**src/rtl/ext_irq_defs.svh**
```systemverilog
// register offsets, field positions and reset values of the external interrupt block
`ifndef EXT_IRQ_DEFS_SVH
`define EXT_IRQ_DEFS_SVH
`define OFF_PENDING 16'ha814
`define OFF_CFG_A 16'ha860
`define OFF_CFG_B 16'ha864
`define OFF_CFG_C 16'ha868
`define OFF_CFG_D 16'ha86c
`define OFF_DBG_CFG 16'hbc00
`define OFF_DBG_STAT 16'hbc04
`define OFF_IRQ_MASK 16'ha818
`define OFF_SEL_C 16'hbc14
`define OFF_SEL_D 16'hbc18
`define CFG_FILT_BIT 8
`define CFG_MODE_HI 7
`define CFG_MODE_LO 5
`define CFG_WIDTH 9
`define DBG_DIS_BIT 5
`define DBG_REGEN_BIT 4
`define DBG_RSVD_BIT 3
`define DBG_CFG_RESET 6'h10
`define STAT_BOOT_BIT 3
`define STAT_FORCE_BIT 1
`define STAT_SW_BIT 0
`define SEL_C_RESET 5'h0f
`define SEL_D_RESET 5'h10
`define SEL_MAX 5'h17
`define FILT_LEN 3'h3
`define HTRANS_NONSEQ 2'h2
`define HSIZE_WORD 3'h2
`endif

```
**src/rtl/ext_irq_pkg.sv**
```systemverilog
// types of the external interrupt block
package ext_irq_pkg;
    typedef enum logic [2:0] {
        MODE_OFF = 3'h0,
        MODE_RISE = 3'h1,
        MODE_FALL = 3'h2,
        MODE_BOTH = 3'h3,
        MODE_HIGH = 3'h4,
        MODE_LOW = 3'h5
    } trig_mode_t;

    typedef enum logic [0:0] {
        BOOT_WAIT = 1'b0,
        BOOT_DONE = 1'b1
    } boot_state_t;

    typedef struct packed {
        logic [3:0][8:0] cfg;
        logic [3:0] pending;
        logic [3:0] mask;
        logic [4:0] sel_c;
        logic [4:0] sel_d;
        logic [5:0] dbg_cfg;
        logic boot_pin_sampled;
        boot_state_t boot_state;
        logic [3:0] sync1;
        logic [3:0] sync2;
        logic [3:0][2:0] filt_cnt;
        logic [3:0] filt_level;
        logic [3:0] prev_level;
        logic [4:0] dbg_sync1;
        logic [4:0] dbg_sync2;
        logic debug_active;
        logic dph_valid;
        logic dph_write;
        logic [15:0] dph_addr;
        logic [31:0] rdata;
        logic irq;
        logic dbg_enable;
        logic regen_override;
    } state_t;
endpackage

```
**src/rtl/ext_irq_ctrl.sv**
```systemverilog
// external interrupt channels with debug override and status registers
`include "ext_irq_defs.svh"
`timescale 1ns/1ps
`default_nettype none

module ext_irq_ctrl (
    input wire logic I_CLK_SYS,
    input wire logic I_NRST,
    input wire logic I_HSEL,
    input wire logic [31:0] I_HADDR,
    input wire logic [1:0] I_HTRANS,
    input wire logic I_HWRITE,
    input wire logic [2:0] I_HSIZE,
    input wire logic [31:0] I_HWDATA,
    input wire logic I_HREADY,
    input wire logic [7:0] I_PORT_A,
    input wire logic [7:0] I_PORT_B,
    input wire logic [7:0] I_PORT_C,
    input wire logic I_BOOT_SELECT_PIN_N,
    input wire logic I_DEBUGGER_FORCED,
    input wire logic I_SERIAL_WIRE_ENABLED,
    input wire logic I_DEBUG_REQUEST,
    input wire logic I_RSVD_DBG_BIT,
    output logic [31:0] O_HRDATA,
    output logic O_HREADYOUT,
    output logic O_HRESP,
    output logic O_IRQ,
    output logic [3:0] O_EXT_IRQ_PENDING,
    output logic O_DEBUG_ENABLE,
    output logic O_REGULATOR_OVERRIDE
);
    ext_irq_pkg::state_t r;
    ext_irq_pkg::state_t next_r;

    logic [3:0] raw_pin;

    // pin lookup for a select code, reserved codes read as low
    function automatic logic pick_pin(input logic [4:0] code,
            input logic [23:0] pins);
        logic res;
        res = 1'b0;
        if (code <= `SEL_MAX) begin
            res = pins[code];
        end
        return res;
    endfunction

    always_comb begin
        raw_pin[0] = I_PORT_A[0];
        raw_pin[1] = I_PORT_A[1];
        raw_pin[2] = pick_pin(r.sel_c, {I_PORT_C, I_PORT_B, I_PORT_A});
        raw_pin[3] = pick_pin(r.sel_d, {I_PORT_C, I_PORT_B, I_PORT_A});
    end

    // trigger detection for one channel
    function automatic logic trig_hit(input logic [2:0] mode,
            input logic prev, input logic cur);
        logic hit;
        hit = 1'b0;
        case (ext_irq_pkg::trig_mode_t'(mode))
            ext_irq_pkg::MODE_OFF: hit = 1'b0;
            ext_irq_pkg::MODE_RISE: hit = cur & ~prev;
            ext_irq_pkg::MODE_FALL: hit = ~cur & prev;
            ext_irq_pkg::MODE_BOTH: hit = cur ^ prev;
            ext_irq_pkg::MODE_HIGH: hit = cur;
            ext_irq_pkg::MODE_LOW: hit = ~cur;
            default: hit = 1'b0;
        endcase
        return hit;
    endfunction

    logic [3:0] event_hit;
    logic [3:0] chan_level;
    logic wr_go;
    logic [15:0] a;
    logic [31:0] wd;

    always_comb begin
        next_r = r;
        a = r.dph_addr;
        wd = I_HWDATA;
        wr_go = r.dph_valid & r.dph_write;
        event_hit = 4'h0;
        chan_level = 4'h0;
        // two-stage pin synchroniser
        next_r.sync1 = raw_pin;
        next_r.sync2 = r.sync1;
        // boot and reserved pins ride a separate two-stage chain with the debug lines
        next_r.dbg_sync1 = {I_RSVD_DBG_BIT, I_BOOT_SELECT_PIN_N,
            I_DEBUG_REQUEST, I_DEBUGGER_FORCED, I_SERIAL_WIRE_ENABLED};
        next_r.dbg_sync2 = r.dbg_sync1;
        for (int i = 0; i < 4; i++) begin
            // filter: level must hold for a few cycles
            if (r.sync2[i] == r.filt_level[i]) begin
                next_r.filt_cnt[i] = 3'h0;
            end else if (r.filt_cnt[i] == `FILT_LEN) begin
                next_r.filt_level[i] = r.sync2[i];
                next_r.filt_cnt[i] = 3'h0;
            end else begin
                next_r.filt_cnt[i] = r.filt_cnt[i] + 3'h1;
            end
            chan_level[i] = r.cfg[i][`CFG_FILT_BIT] ?
                r.filt_level[i] : r.sync2[i];
            next_r.prev_level[i] = chan_level[i];
            event_hit[i] = trig_hit(r.cfg[i][`CFG_MODE_HI:`CFG_MODE_LO],
                r.prev_level[i], chan_level[i]);
        end
        // bus address phase capture
        if (I_HREADY) begin
            next_r.dph_valid = I_HSEL & (I_HTRANS == `HTRANS_NONSEQ);
            next_r.dph_write = I_HWRITE;
            next_r.dph_addr = I_HADDR[15:0];
        end
        next_r.rdata = 32'h0;
        if (I_HREADY & I_HSEL & (I_HTRANS == `HTRANS_NONSEQ) & ~I_HWRITE) begin
            case (I_HADDR[15:0])
                `OFF_PENDING: next_r.rdata = {28'h0, r.pending};
                `OFF_IRQ_MASK: next_r.rdata = {28'h0, r.mask};
                `OFF_CFG_A: next_r.rdata = {23'h0, r.cfg[0]};
                `OFF_CFG_B: next_r.rdata = {23'h0, r.cfg[1]};
                `OFF_CFG_C: next_r.rdata = {23'h0, r.cfg[2]};
                `OFF_CFG_D: next_r.rdata = {23'h0, r.cfg[3]};
                `OFF_SEL_C: next_r.rdata = {27'h0, r.sel_c};
                `OFF_SEL_D: next_r.rdata = {27'h0, r.sel_d};
                `OFF_DBG_CFG: next_r.rdata = {26'h0, r.dbg_cfg};
                `OFF_DBG_STAT: next_r.rdata = {28'h0, r.boot_pin_sampled,
                    1'b0, r.dbg_sync2[1], r.dbg_sync2[0]};
                default: next_r.rdata = 32'h0;
            endcase
        end
        if (wr_go) begin
            case (a)
                `OFF_IRQ_MASK: next_r.mask = wd[3:0];
                `OFF_CFG_A: next_r.cfg[0] = wd[`CFG_WIDTH-1:0];
                `OFF_CFG_B: next_r.cfg[1] = wd[`CFG_WIDTH-1:0];
                `OFF_CFG_C: next_r.cfg[2] = wd[`CFG_WIDTH-1:0];
                `OFF_CFG_D: next_r.cfg[3] = wd[`CFG_WIDTH-1:0];
                `OFF_SEL_C: next_r.sel_c = wd[4:0];
                `OFF_SEL_D: next_r.sel_d = wd[4:0];
                `OFF_DBG_CFG: next_r.dbg_cfg = {wd[5:4], r.dbg_cfg[3], 3'h0};
                default: next_r.mask = r.mask;
            endcase
        end
        // reserved bit follows hardware every cycle, the value software writes to it is ignored
        next_r.dbg_cfg[`DBG_RSVD_BIT] = r.dbg_sync2[4];
        // write one clears, new event wins
        if (wr_go && a == `OFF_PENDING) begin
            next_r.pending = r.pending & ~wd[3:0];
        end
        next_r.pending = next_r.pending | event_hit;
        if (r.boot_state == ext_irq_pkg::BOOT_WAIT) begin
            next_r.boot_pin_sampled = ~r.dbg_sync2[3];
            next_r.boot_state = ext_irq_pkg::BOOT_DONE;
        end
        // debug interface stays active, even when disabled, until the debug request drops
        if (r.dbg_sync2[2] & (~r.dbg_cfg[`DBG_DIS_BIT] | r.debug_active)) begin
            next_r.debug_active = 1'b1;
        end else if (~r.dbg_sync2[2]) begin
            next_r.debug_active = 1'b0;
        end
        next_r.dbg_enable = ~r.dbg_cfg[`DBG_DIS_BIT] | r.debug_active;
        next_r.regen_override = ~r.dbg_cfg[`DBG_REGEN_BIT];
        next_r.irq = |(next_r.pending & r.mask);
    end

    always_ff @(posedge I_CLK_SYS) begin
        if (!I_NRST) begin
            r <= '0;
            r.dbg_cfg <= `DBG_CFG_RESET;
            r.sel_c <= `SEL_C_RESET;
            r.sel_d <= `SEL_D_RESET;
            r.dbg_enable <= 1'b1;
            r.regen_override <= 1'b0;
            // chain runs in reset so the boot level is settled at release
            r.dbg_sync1 <= next_r.dbg_sync1;
            r.dbg_sync2 <= next_r.dbg_sync2;
        end else begin
            r <= next_r;
        end
    end

    assign O_HRDATA = r.rdata;
    assign O_HREADYOUT = 1'b1;
    assign O_HRESP = 1'b0;
    assign O_IRQ = r.irq;
    assign O_EXT_IRQ_PENDING = r.pending;
    assign O_DEBUG_ENABLE = r.dbg_enable;
    assign O_REGULATOR_OVERRIDE = r.regen_override;
endmodule

`default_nettype wire

```
**config.mk**
```make
export PLATFORM = sky130hd
export DESIGN_NAME = ext_irq_ctrl
export DESIGN_NICKNAME = d
export VERILOG_FILES = /design/src/rtl/ext_irq_pkg.sv /design/src/rtl/ext_irq_ctrl.sv
export VERILOG_INCLUDE_DIRS = /design/src /design/src/rtl
export SDC_FILE = /design/constraint.sdc
export NUM_CORES = 1
export LEC_CHECK = 0
export BUFFER_PORTS_ARGS = -buffer_cell sky130_fd_sc_hd__clkbuf_2
export CORE_MARGIN = 5
export CORE_UTILIZATION = 45
export CTS_BUF_LIST = sky130_fd_sc_hd__clkbuf_8
export CTS_CLUSTER_SIZE = 28
export DETAILED_ROUTE_END_ITERATION = 16
export PLACE_DENSITY = 0.65
export SYNTH_ARGS = -nofsm -noshare
export SYNTH_HDL_FRONTEND = slang
export SYNTH_SLANG_ARGS = --single-unit
```
**constraint.sdc**
```tcl
create_clock -name I_CLK_SYS -period 5.6 [get_ports I_CLK_SYS]
set_input_delay 0.56 -clock I_CLK_SYS [delete_from_list [all_inputs] [get_ports I_CLK_SYS]]
set_output_delay 0.56 -clock I_CLK_SYS [all_outputs]
set_load 0.03 [all_outputs]
```
Word-level counts from Yosys, hierarchy flattened
Index checks and enable logic that the tools add are counted.
W data, S select, Z words.
Storage, ports and cells
  register bits after elaboration: 151
  input port bits: 103
  output and inout bits: 41
  logic and storage cells: 169
Operators by class
  $add $sub $neg: 4
  magnitude comparators: 4
  equal/unequal tests: 49
  mux-type cells: 16
  bitwise operators: 40
  reduce and logical (&&, ||, !) cells: 21
Operators by type and width (count)
  $eq A16 B16 Y1 const B: 19
  $pmux W9 S10: 1
  $eq A3 B2 Y1 const B: 12
  $reduce_and A2 Y1: 15
  $eq A3 B3 Y1 const B: 8
  $pmux W1 S5: 4
  $not A1 Y1: 17
  $and A1 B1 Y1: 14
  $add A3 B1 Y3 const B: 4
  $eq A3 B1 Y1 const B: 4
  $lt A5 B6 Y1 const B: 2
  $reduce_or A3 Y1: 4
  $bmux W1 S5: 2
  $le A5 B5 Y1 const B: 2
  $and A4 B4 Y4: 2
  $mux W1: 8
  $eq A1 B1 Y1: 4
  $mux W4: 1
  $not A4 Y4: 1
  $or A4 B4 Y4: 1
  $reduce_or A4 Y1: 1
  $xor A1 B1 Y1: 4
  $eq A2 B2 Y1 const B: 1
  $ne A2 B1 Y1 const B: 1
  2 further kinds: 2

Longest topological paths before layout
Gate-level depths: netlist of the first run.
  depth after elaboration: 7
  mapped depth: 9
  depth with buffers taken out: 9

Least setup slack after synthesis of the first run
Ideal clock, no wire load.
  kind: input port to flip-flop
  start point: in I_HADDR[10]
  end point: reg r (netlist bit O_HRDATA[2])
  setup time: 0.082 ns
  arrival time: 2.066 ns
  data required time: 5.518 ns
  setup slack: 3.452 ns
  cell stages on the path: 6
  path buffers: 0
  cell sequence: or2_2 -> nor4_4 -> nand2_1 -> nor3_1 -> nand2_1 -> a41oi_1
Between the ends
  cells in the longest elaborated chain, start to end: 2
  elaborated cells on any way between the ends: 11
  classes of those cells: eq/ne: 10; mux: 1
Ends and longest elaborated chain
  from (decl): line ext_irq_ctrl.sv:10  | input wire logic [31:0] I_HADDR,
  $eq A16 B16 Y1: line ext_irq_ctrl.sv:116  | case (I_HADDR[15:0])
  $pmux W9 S10 (*): line ext_irq_ctrl.sv:116
  to (signal assigned): line ext_irq_ctrl.sv:178  | r <= next_r;
  to (decl): line ext_irq_ctrl.sv:32  | ext_irq_pkg::state_t r;
Every way passes the cells marked *; elsewhere a longest branch is shown, timed or not.
A chain may end at the register's enable or synchronous reset.

Final worst setup path of the first run
Ends and elaborated chain as after synthesis.

==> results_dict.tcl, run 1 <==
set metrics [dict create \
    status "finished clean" \
    via_count 4455 \
    die_width_um 127 \
    critPathLaunchType "primary input" \
    critical_path_class "primary input to flip-flop" \
    die_h_um 127 \
    post-route-worst-setup-slack_ns 2.82 \
    rsz0062_at_grt "no" \
    p_per_area_mw_per_mm2 269 \
    clk_pin_slew_worst_paths_ns 0.07 \
    r2r_end "r[146]" \
    grt_pass1_wl_um 22700 \
    crit_path_top_delay_cell "nor3_1" \
    worst_path_most_repeated_cell "nand2_1" \
    start_util_pct 46.2 \
    drive_gt1_share_pct 20.7 \
    crit_family "simple AND/OR/NAND/NOR gates" \
    numCtsBuffers 17 \
    cp.buffers_inverters 1 \
    drtIter0Drc 341 \
    min-delay-path-class "primary input to flip-flop" \
    grt_max_degree 59 \
    power_leakage_nw 2.56 \
    cts_tree "yes" \
    post_cts_resized 0 \
    io_pins 144 \
    diodes 0 \
    min_path_cells 1 \
    layout_min_cycle_time_ns 2.78 \
    finalCritPeriodShare_pct 49.6 \
    fmax_mhz 360 \
    place_ws_ns 2.47 \
    endpoint_kind "flip-flop" \
    rr_worst_depth 6 \
    cpPeakStageDelay_ns 0.86 \
    hold_viol_final 0 \
    layout_commonest_cell "dfxtp_1" \
    cts_root_buf "clkbuf_8" \
    clock_path_buffers 2 \
    place_congestion 0.892 \
    grtUsageTotal_pct 17.8 \
    drc 0 \
    fillers 1219 \
    maxCapViolations 0 \
    antenna_found_initial 0 \
    setup_tns_ns 0 \
    slew_headroom_pct 27.4 \
    peakVddDrop_uv 173 \
    synth-edff-count 0 \
    layout_common_cells "128 x dfxtp_1, 81 x mux2i_1, 76 x nor2b_1, 76 x clkbuf_2, 28 x nor2_1" \
    ys_seq_area_share_pct 41.5 \
    wl_um 14100 \
    final_net_count 779 \
    htreeDepth 4 \
    synth.avg_cell_area_um2 10.2 \
    io_buffers 76 \
    whs_endpoint "next_r[55]" \
    synth_cells 607 \
    coreArea_mm2 0.0133 \
    tightest_slew_ns 1.08 \
    clkLatencyLatePin_ns 0.45 \
    synth-seq-cells 128 \
    hold_path_startpoint "I_DEBUGGER_FORCED" \
    setup_viol_count_final 0 \
    multiInputGateArea_mm2 0.00320 \
    async_reset_ff_share_pct 0 \
    final-seq-area_mm2 0.00256 \
    ant_nets 0 \
    clock-sinks 128 \
    viasPerCell 5.25 \
    path_cells "clkbuf_2, or2_2, nor4_4, nand2_1, nor3_1, nand2_1, a41oi_1" \
    ys.flop_type "dfxtp_1" \
    cp_max_fo 10 \
    r2r_start "a[14]" \
    dp_hpwl_um 10200 \
    wl_per_cell_um 16.6 \
    grt_pass1_vias 4449 \
    netlist_area_mm2 0.00617 \
    grt_remaining_overflow 0 \
    reg2reg_slack_ns 2.88 \
    yosysWarningCount 0 \
    cts_setup_buffers 0 \
    synth_cell_types 58 \
    slew_violations 0 \
    arrival_ns 3.11 \
    rows 42 \
    cp_data_required_time_ns 5.93 \
    clock_skew_ns 0.00915 \
    cts_hold_buffers 0 \
    drt_pass1_iterations 5 \
    fp.dieArea_mm2 0.0162 \
    syn2layout_area_growth_pct 11.0 \
]
-- flip-flops by register name (all words and copies together), names as in the netlist --
name	flops
O_REGULATOR_OVERRIDE	1
O_IRQ	1
O_HRDATA	9
a	16
O_DEBUG_ENABLE	1
next_r	10
r	86
O_EXT_IRQ_PENDING	4
-- kinds of logic after synthesis --
group           after synthesis  share of synthesized area, %
buf+inv                      87                          7.95
simple gates                195                          19.4
flops                       128                          41.5
mux                          97                          18.6
xor+xnor                      4                         0.568
other cells                   2                         0.122
compound gates               78                          8.58
fa+ha+maj                    16                          3.24
-- per-stage QoR --
step	util (%)	hold WS, ns	cell area [um^2]	cells	power [mW]
2_1_floorplan	-	0.310	6260	630	1.06
4_1_cts	51.3	0.186	6850	849	1.86
3_5_place_dp	48.4	0.312	6450	817	1.09
6_report	51.3	0.212	6850	849	1.84
5_1_grt	51.3	0.172	6850	849	1.91
3_3_place_gp	48.4	0.310	6450	817	1.08
-- worst reg2reg max path, delay by kind of cell (launching register included) --
family | cells | cell delay, ns
multiplexers | 1 | 0.28
flip-flops | 1 | 0.31
AND/OR/NAND/NOR | 5 | 2.03
-- area by class of cell --
| type | instances | share of cell area (%) |
|---|---|---|
| timing repair buffer | 77 | 5.66 |
| tap | 176 | 3.22 |
| sequential | 128 | 37.4 |
| clock inverter | 11 | 1.55 |
| multi-input combinational | 415 | 46.8 |
| inverter | 21 | 1.15 |
| clock buffer | 21 | 4.22 |
-- worst max-delay path by stage --
stage	start	to	depth (start not counted)
after floorplan	I_HADDR[10]	O_HRDATA[2]	6
after global placement	I_HADDR[10]	O_HRDATA[1]	7
after detailed placement	I_HADDR[10]	O_HRDATA[2]	7
after CTS	a[14]	r[145]	6
after global routing	a[13]	r[150]	6
final	I_HADDR[10]	O_HRDATA[2]	7
-- synth_stat cells, drive strengths merged (5+ instances only) --
cell type / instances / area (um^2)
nand3b: 5 / 37.5
a21oi: 26 / 130
buf: 46 / 337
mux2i: 81 / 811
nor2b: 76 / 475
ha: 16 / 200
nand3: 9 / 45.0
clkbuf: 20 / 75.1
a22oi: 14 / 105
mux4: 14 / 315
dfxtp: 128 / 2560
o21ai: 6 / 30.0
inv: 21 / 78.8
and2: 12 / 75.1
nor2: 31 / 139
nand2: 25 / 93.8
nor3: 13 / 97.6
a22o: 6 / 52.6
-- layer usage --
metal / part of all wire [%] / global-route usage (%)
met5: 0 / 0
met4: 2.3 / 8.39
met3: 7.2 / 4.51
met2: 48 / 28.7
met1: 43 / 22.5
-- report_power, final --
group / total, mW / internal, mW / switching, mW
Sequential: 0.938 / 0.927 / 0.0110
Combinational: 0.130 / 0.0511 / 0.0785
Clock: 0.772 / 0.399 / 0.373
Total: 1.84 / 1.38 / 0.462
Note: power is estimated with default switching activity, not from simulation.
==> run 2: changes to the inputs <==
PLACE_DENSITY = 0.67   (was 0.65)
clock period = 2.25 ns   (was 5.6 ns; I/O delays follow)
==> results_dict.tcl, run 2 (synthesis results as in run 1) <==
set metrics [dict create \
    status "finished clean" \
    ant_nets 0 \
    largest_register_ff_count 86 \
    critical_path_class "flip-flop to flip-flop" \
    fin_area_mm2 0.00721 \
    top_layer "met4" \
    peakVddDrop_uv 399 \
    numCtsBuffers 17 \
    diodes 0 \
    cp_data_required_time_ns 2.56 \
    post-route-worst-setup-slack_ns 0.0742 \
    endpoint_kind "flip-flop" \
    layout_min_cycle_time_ns 2.18 \
    die_h_um 127 \
    htreeDepth 4 \
    postLayoutCoreUtil_pct 54.0 \
    setup_viol_count_final 0 \
    place_inst 849 \
    via_count 4715 \
    drive_gt1_share_pct 24.6 \
    clock-sinks 128 \
    grtUsageTotal_pct 18.4 \
    top_register "r" \
    final_net_count 820 \
    power_leakage_nw 2.78 \
    rsz0062_at_grt "yes" \
    fp.dieArea_mm2 0.0162 \
    wl_met2_um 6820 \
    layout_commonest_cell "dfxtp_1" \
    viasPerCell 5.30 \
    grt_max_degree 51 \
    layout_common_cells "127 x dfxtp_1, 78 x mux2i_1, 76 x nor2b_1, 76 x clkbuf_2, 33 x buf_4" \
    wl_per_cell_um 16.4 \
    finalCritPeriodShare_pct 96.7 \
    cts_root_buf "clkbuf_8" \
    drt_pass1_iterations 5 \
    slew_headroom_pct 64.2 \
    clk_pin_slew_worst_paths_ns 0.07 \
    critPathLaunchType "flip-flop" \
    wl_um 14600 \
    slew_violations 0 \
    rows 42 \
    cts_tree "yes" \
    clock_skew_ns 0.00945 \
    arrival_ns 2.48 \
    clock_path_buffers 2 \
    cp_max_fo 5 \
    fmax_mhz 460 \
    drc 0 \
    post_dp_cell_area_mm2 0.00673 \
    layout.cells.non_filler 890 \
    start_util_pct 46.2 \
    wl_met1_um 6420 \
    grt_pass1_vias 4850 \
    dp_hpwl_um 10800 \
    place_congestion 0.928 \
    antenna_found_initial 0 \
    io_buffers 76 \
    dr_wl_met3_um 901 \
    grt_remaining_overflow 0 \
    fillers 1201 \
    p_per_area_mw_per_mm2 629 \
    io_pins 144 \
    setup_tns_ns 0 \
    hold_viol_final 0 \
    maxCapViolations 0 \
    grt_pass1_wl_um 23600 \
    drtIter0Drc 304 \
    coreArea_mm2 0.0133 \
    min-delay-path-class "primary input to flip-flop" \
    die_width_um 127 \
    place_ws_ns -0.0526 \
    clkLatencyLatePin_ns 0.44 \
    syn2layout_area_growth_pct 16.9 \
    tightest_slew_ns 0.534 \
]
==> run 2: cell count changes in the layout (fill, tap and decap cells not counted), moves of 2 or more <==
cell and delta:
mux2i_1 -3, clkinv_2 +4, buf_4 +32, buf_12 +3
dlygate4sd3_1 +6, mux2i_2 +2, clkinvlp_4 -2, clkinv_4 -2
inv_1 +3, clkbuf_8 -3
==> run 2: metal layers <==
layer	vias to the layer above	track usage [%]
met4	0	8.96
met2	183	29.7
met1	2243	22.9
met5	-	0
li1	2256	-
met3	33	4.97
==> run 2: metrics by stage <==
step / hold WS (ns) / power (mW)
after floorplan: 0.253 / 2.63
after global placement: 0.312 / 2.71
after detailed placement: 0.315 / 2.72
after CTS: 0.0209 / 4.59
after global routing: 0.0158 / 4.72
final: 0.0539 / 4.54
==> run 2: worst max-delay path, cell delays in order (launching register included) <==
cell       delay [ns]
dfxtp_1          0.38
mux2_2           0.42
ha_1             0.30
a22o_1           0.14
a2bb2oi_1        0.10
a221o_1          0.38
a221o_1          0.34
==> run 2: area by class of cell <==
class	count	area [um^2]	area share, %
Timing Repair Buffer	118	748	10.4
Tap cell	176	220	3.05
Clock buffer	18	248	3.43
Sequential cell	128	2570	35.6
Clock inverter	14	126	1.75
Multi-Input combinational cell	415	3230	44.7
Inverter	21	78.8	1.09
==> run 2: path summary, 6_finish.rpt <==
check | start | end | slack, ns | depth (start not counted)
worst max-delay path | r[153] | O_IRQ | 0.07 | 6
worst min-delay path | I_PORT_A[0] | next_r[84] | 0.05 | 2
worst max register to register | r[153] | O_IRQ | 0.07 | 6
worst min register to register | next_r[55] | r[55] | 0.33 | 0
==> run 2: where the power goes <==
| part | total (mW) | leakage [nW] | switching [mW] | internal, mW |
|---|---|---|---|---|
| Sequential | 2.33 | 1.04 | 0.0271 | 2.31 |
| Clock | 1.86 | 0.194 | 0.867 | 0.988 |
| Combinational | 0.349 | 1.55 | 0.203 | 0.146 |
==> run 2: what timing repair did <==
item,4_1_cts,5_1_grt
pin swaps,0,2
gates resized for setup,1,7
hold buffers,6,0
setup buffers,0,3
setup endpoints to repair,1,6
hold endpoints to repair,6,0
==> run 3: changes to the inputs <==
PLACE_DENSITY = 0.78   (was 0.67)
==> results_dict.tcl, run 3 (synthesis results as in run 1) <==
set metrics [dict create \
    start_util_pct 46.2 \
    viasPerCell 5.31 \
    clkLatencyLatePin_ns 0.45 \
    switching_power_mw 1.20 \
    htreeDepth 4 \
    fp.dieArea_mm2 0.0162 \
    layout_min_cycle_time_ns 2.17 \
    place_congestion 0.930 \
    min-delay-path-class "primary input to flip-flop" \
    clock_path_buffers 2 \
    place_ws_ns 0.0572 \
    min_path_cells 3 \
    grt_pass1_wl_um 23700 \
    layout.cells.non_filler 888 \
    dr_wl_met3_um 924 \
    p_per_area_mw_per_mm2 619 \
    final_net_count 818 \
    rsz0062_at_grt "yes" \
    critical_path_class "flip-flop to flip-flop" \
    syn2layout_area_growth_pct 15.7 \
    tightest_slew_ns 0.628 \
    fin_area_mm2 0.00714 \
    whs_endpoint "a[14]" \
    grt_max_degree 50 \
    reg2reg_slack_ns 0.08 \
    cp_data_required_time_ns 2.58 \
    wl_met1_um 6220 \
    top_register "r" \
    hold_path_startpoint "I_HADDR[14]" \
    seqPwrFrac_pct 52.8 \
    fillers 1182 \
    fmax_mhz 460 \
    slew_violations 0 \
    top_layer "met4" \
    clock-sinks 128 \
    r2r_start "a[3]" \
    cp_max_fo 5 \
    grtUsageTotal_pct 18.4 \
    rows 42 \
    critPathLaunchType "flip-flop" \
    arrival_ns 2.50 \
    power_leakage_nw 2.75 \
    clock_skew_ns 0.0105 \
    via_count 4716 \
    combPwrFrac_pct 7.9 \
    place_inst 849 \
    numCtsBuffers 17 \
    maxCapViolations 0 \
    dp_hpwl_um 10800 \
    cts_tree "yes" \
    wl_um 14300 \
    wl_per_cell_um 16.1 \
    layout_commonest_cell "dfxtp_1" \
    cts_root_buf "clkbuf_8" \
    grt_remaining_overflow 0 \
    coreArea_mm2 0.0133 \
    endpoint_kind "flip-flop" \
    multiInputGateArea_mm2 0.00321 \
    die_width_um 127 \
    power.internal_mw 3.22 \
    post_dp_cell_area_mm2 0.00671 \
    cts_setup_buffers 0 \
    post-route-worst-setup-slack_ns 0.0771 \
    diodes 0 \
    antenna_found_initial 0 \
    rr_worst_depth 5 \
    switching_share_pct 27.1 \
    ant_nets 0 \
    drtIter0Drc 367 \
    drt_pass1_iterations 5 \
    finalCritPeriodShare_pct 96.6 \
    io_buffers 76 \
    peakVddDrop_uv 295 \
    clockPowerShare_pct 39.3 \
    status "finished clean" \
    layout_common_cells "128 x dfxtp_1, 79 x mux2i_1, 76 x nor2b_1, 76 x clkbuf_2, 31 x buf_4" \
    postLayoutCoreUtil_pct 53.5 \
    hold_viol_final 0 \
    setup_tns_ns 0 \
    wl_met2_um 6860 \
    final-seq-area_mm2 0.00256 \
    slew_headroom_pct 58.0 \
    die_h_um 127 \
    clk_pin_slew_worst_paths_ns 0.08 \
    largest_register_ff_count 86 \
    drc 0 \
    setup_viol_count_final 0 \
    grt_pass1_vias 4724 \
    drive_gt1_share_pct 24.0 \
    r2r_end "O_IRQ" \
    io_pins 144 \
]
==> run 3: metal layers <==
layer  up-vias  track usage (%)
li1       2266                -
met1      2242             23.5
met2       181             30.6
met3        27             4.51
met4         0             6.37
met5         -                0
==> run 3: worst max path at each step <==
stage	from	endpoint	slack (ns)
4_1_cts	a[14]	r[151]	0.02
5_1_grt	r[144]	O_IRQ	-0.02
2_1_floorplan	a[14]	r[145]	0.15
3_5_place_dp	a[14]	r[151]	0.06
3_3_place_gp	a[14]	r[153]	0.12
6_report	a[3]	O_IRQ	0.08
==> run 3: cell type report <==
class | instances | share of cell area [%]
clock inverter | 15 | 1.61
tap | 176 | 3.09
timing repair buffer | 116 | 10.0
sequential | 128 | 35.9
inverter | 21 | 1.10
multi-input combinational | 415 | 45.0
clock buffer | 17 | 3.28
==> run 3: critical path, stage by stage (launching register included) <==
cell	delay [ns]
dfxtp_1	0.35
or4b_1	0.60
nor3_4	0.27
a21boi_0	0.16
a311o_1	0.38
a221o_1	0.29
==> run 3: power by group through the flow <==
stage          clock, mW  combinational, mW  sequential (mW)
2_1_floorplan          0              0.253             2.38
3_3_place_gp           0              0.324             2.38
3_5_place_dp           0              0.335             2.39
4_1_cts             1.76              0.346             2.33
5_1_grt             1.89              0.379             2.34
6_report            1.74              0.348             2.33
==> run 3: through the flow <==
step                      hold WS, ns  total power [mW]
after floorplan                 0.253              2.63
after global placement          0.310              2.71
after detailed placement        0.315              2.72
after CTS                      0.0400              4.44
after global routing           0.0674              4.61
final                          0.0666              4.42
==> run 3: timing repair <==
item / 4_1_cts / 5_1_grt
setup endpoints to repair: 0 / 7
endpoints found under the hold margin: 7 / 0
resized for setup: 0 / 3
hold buffers: 7 / 0
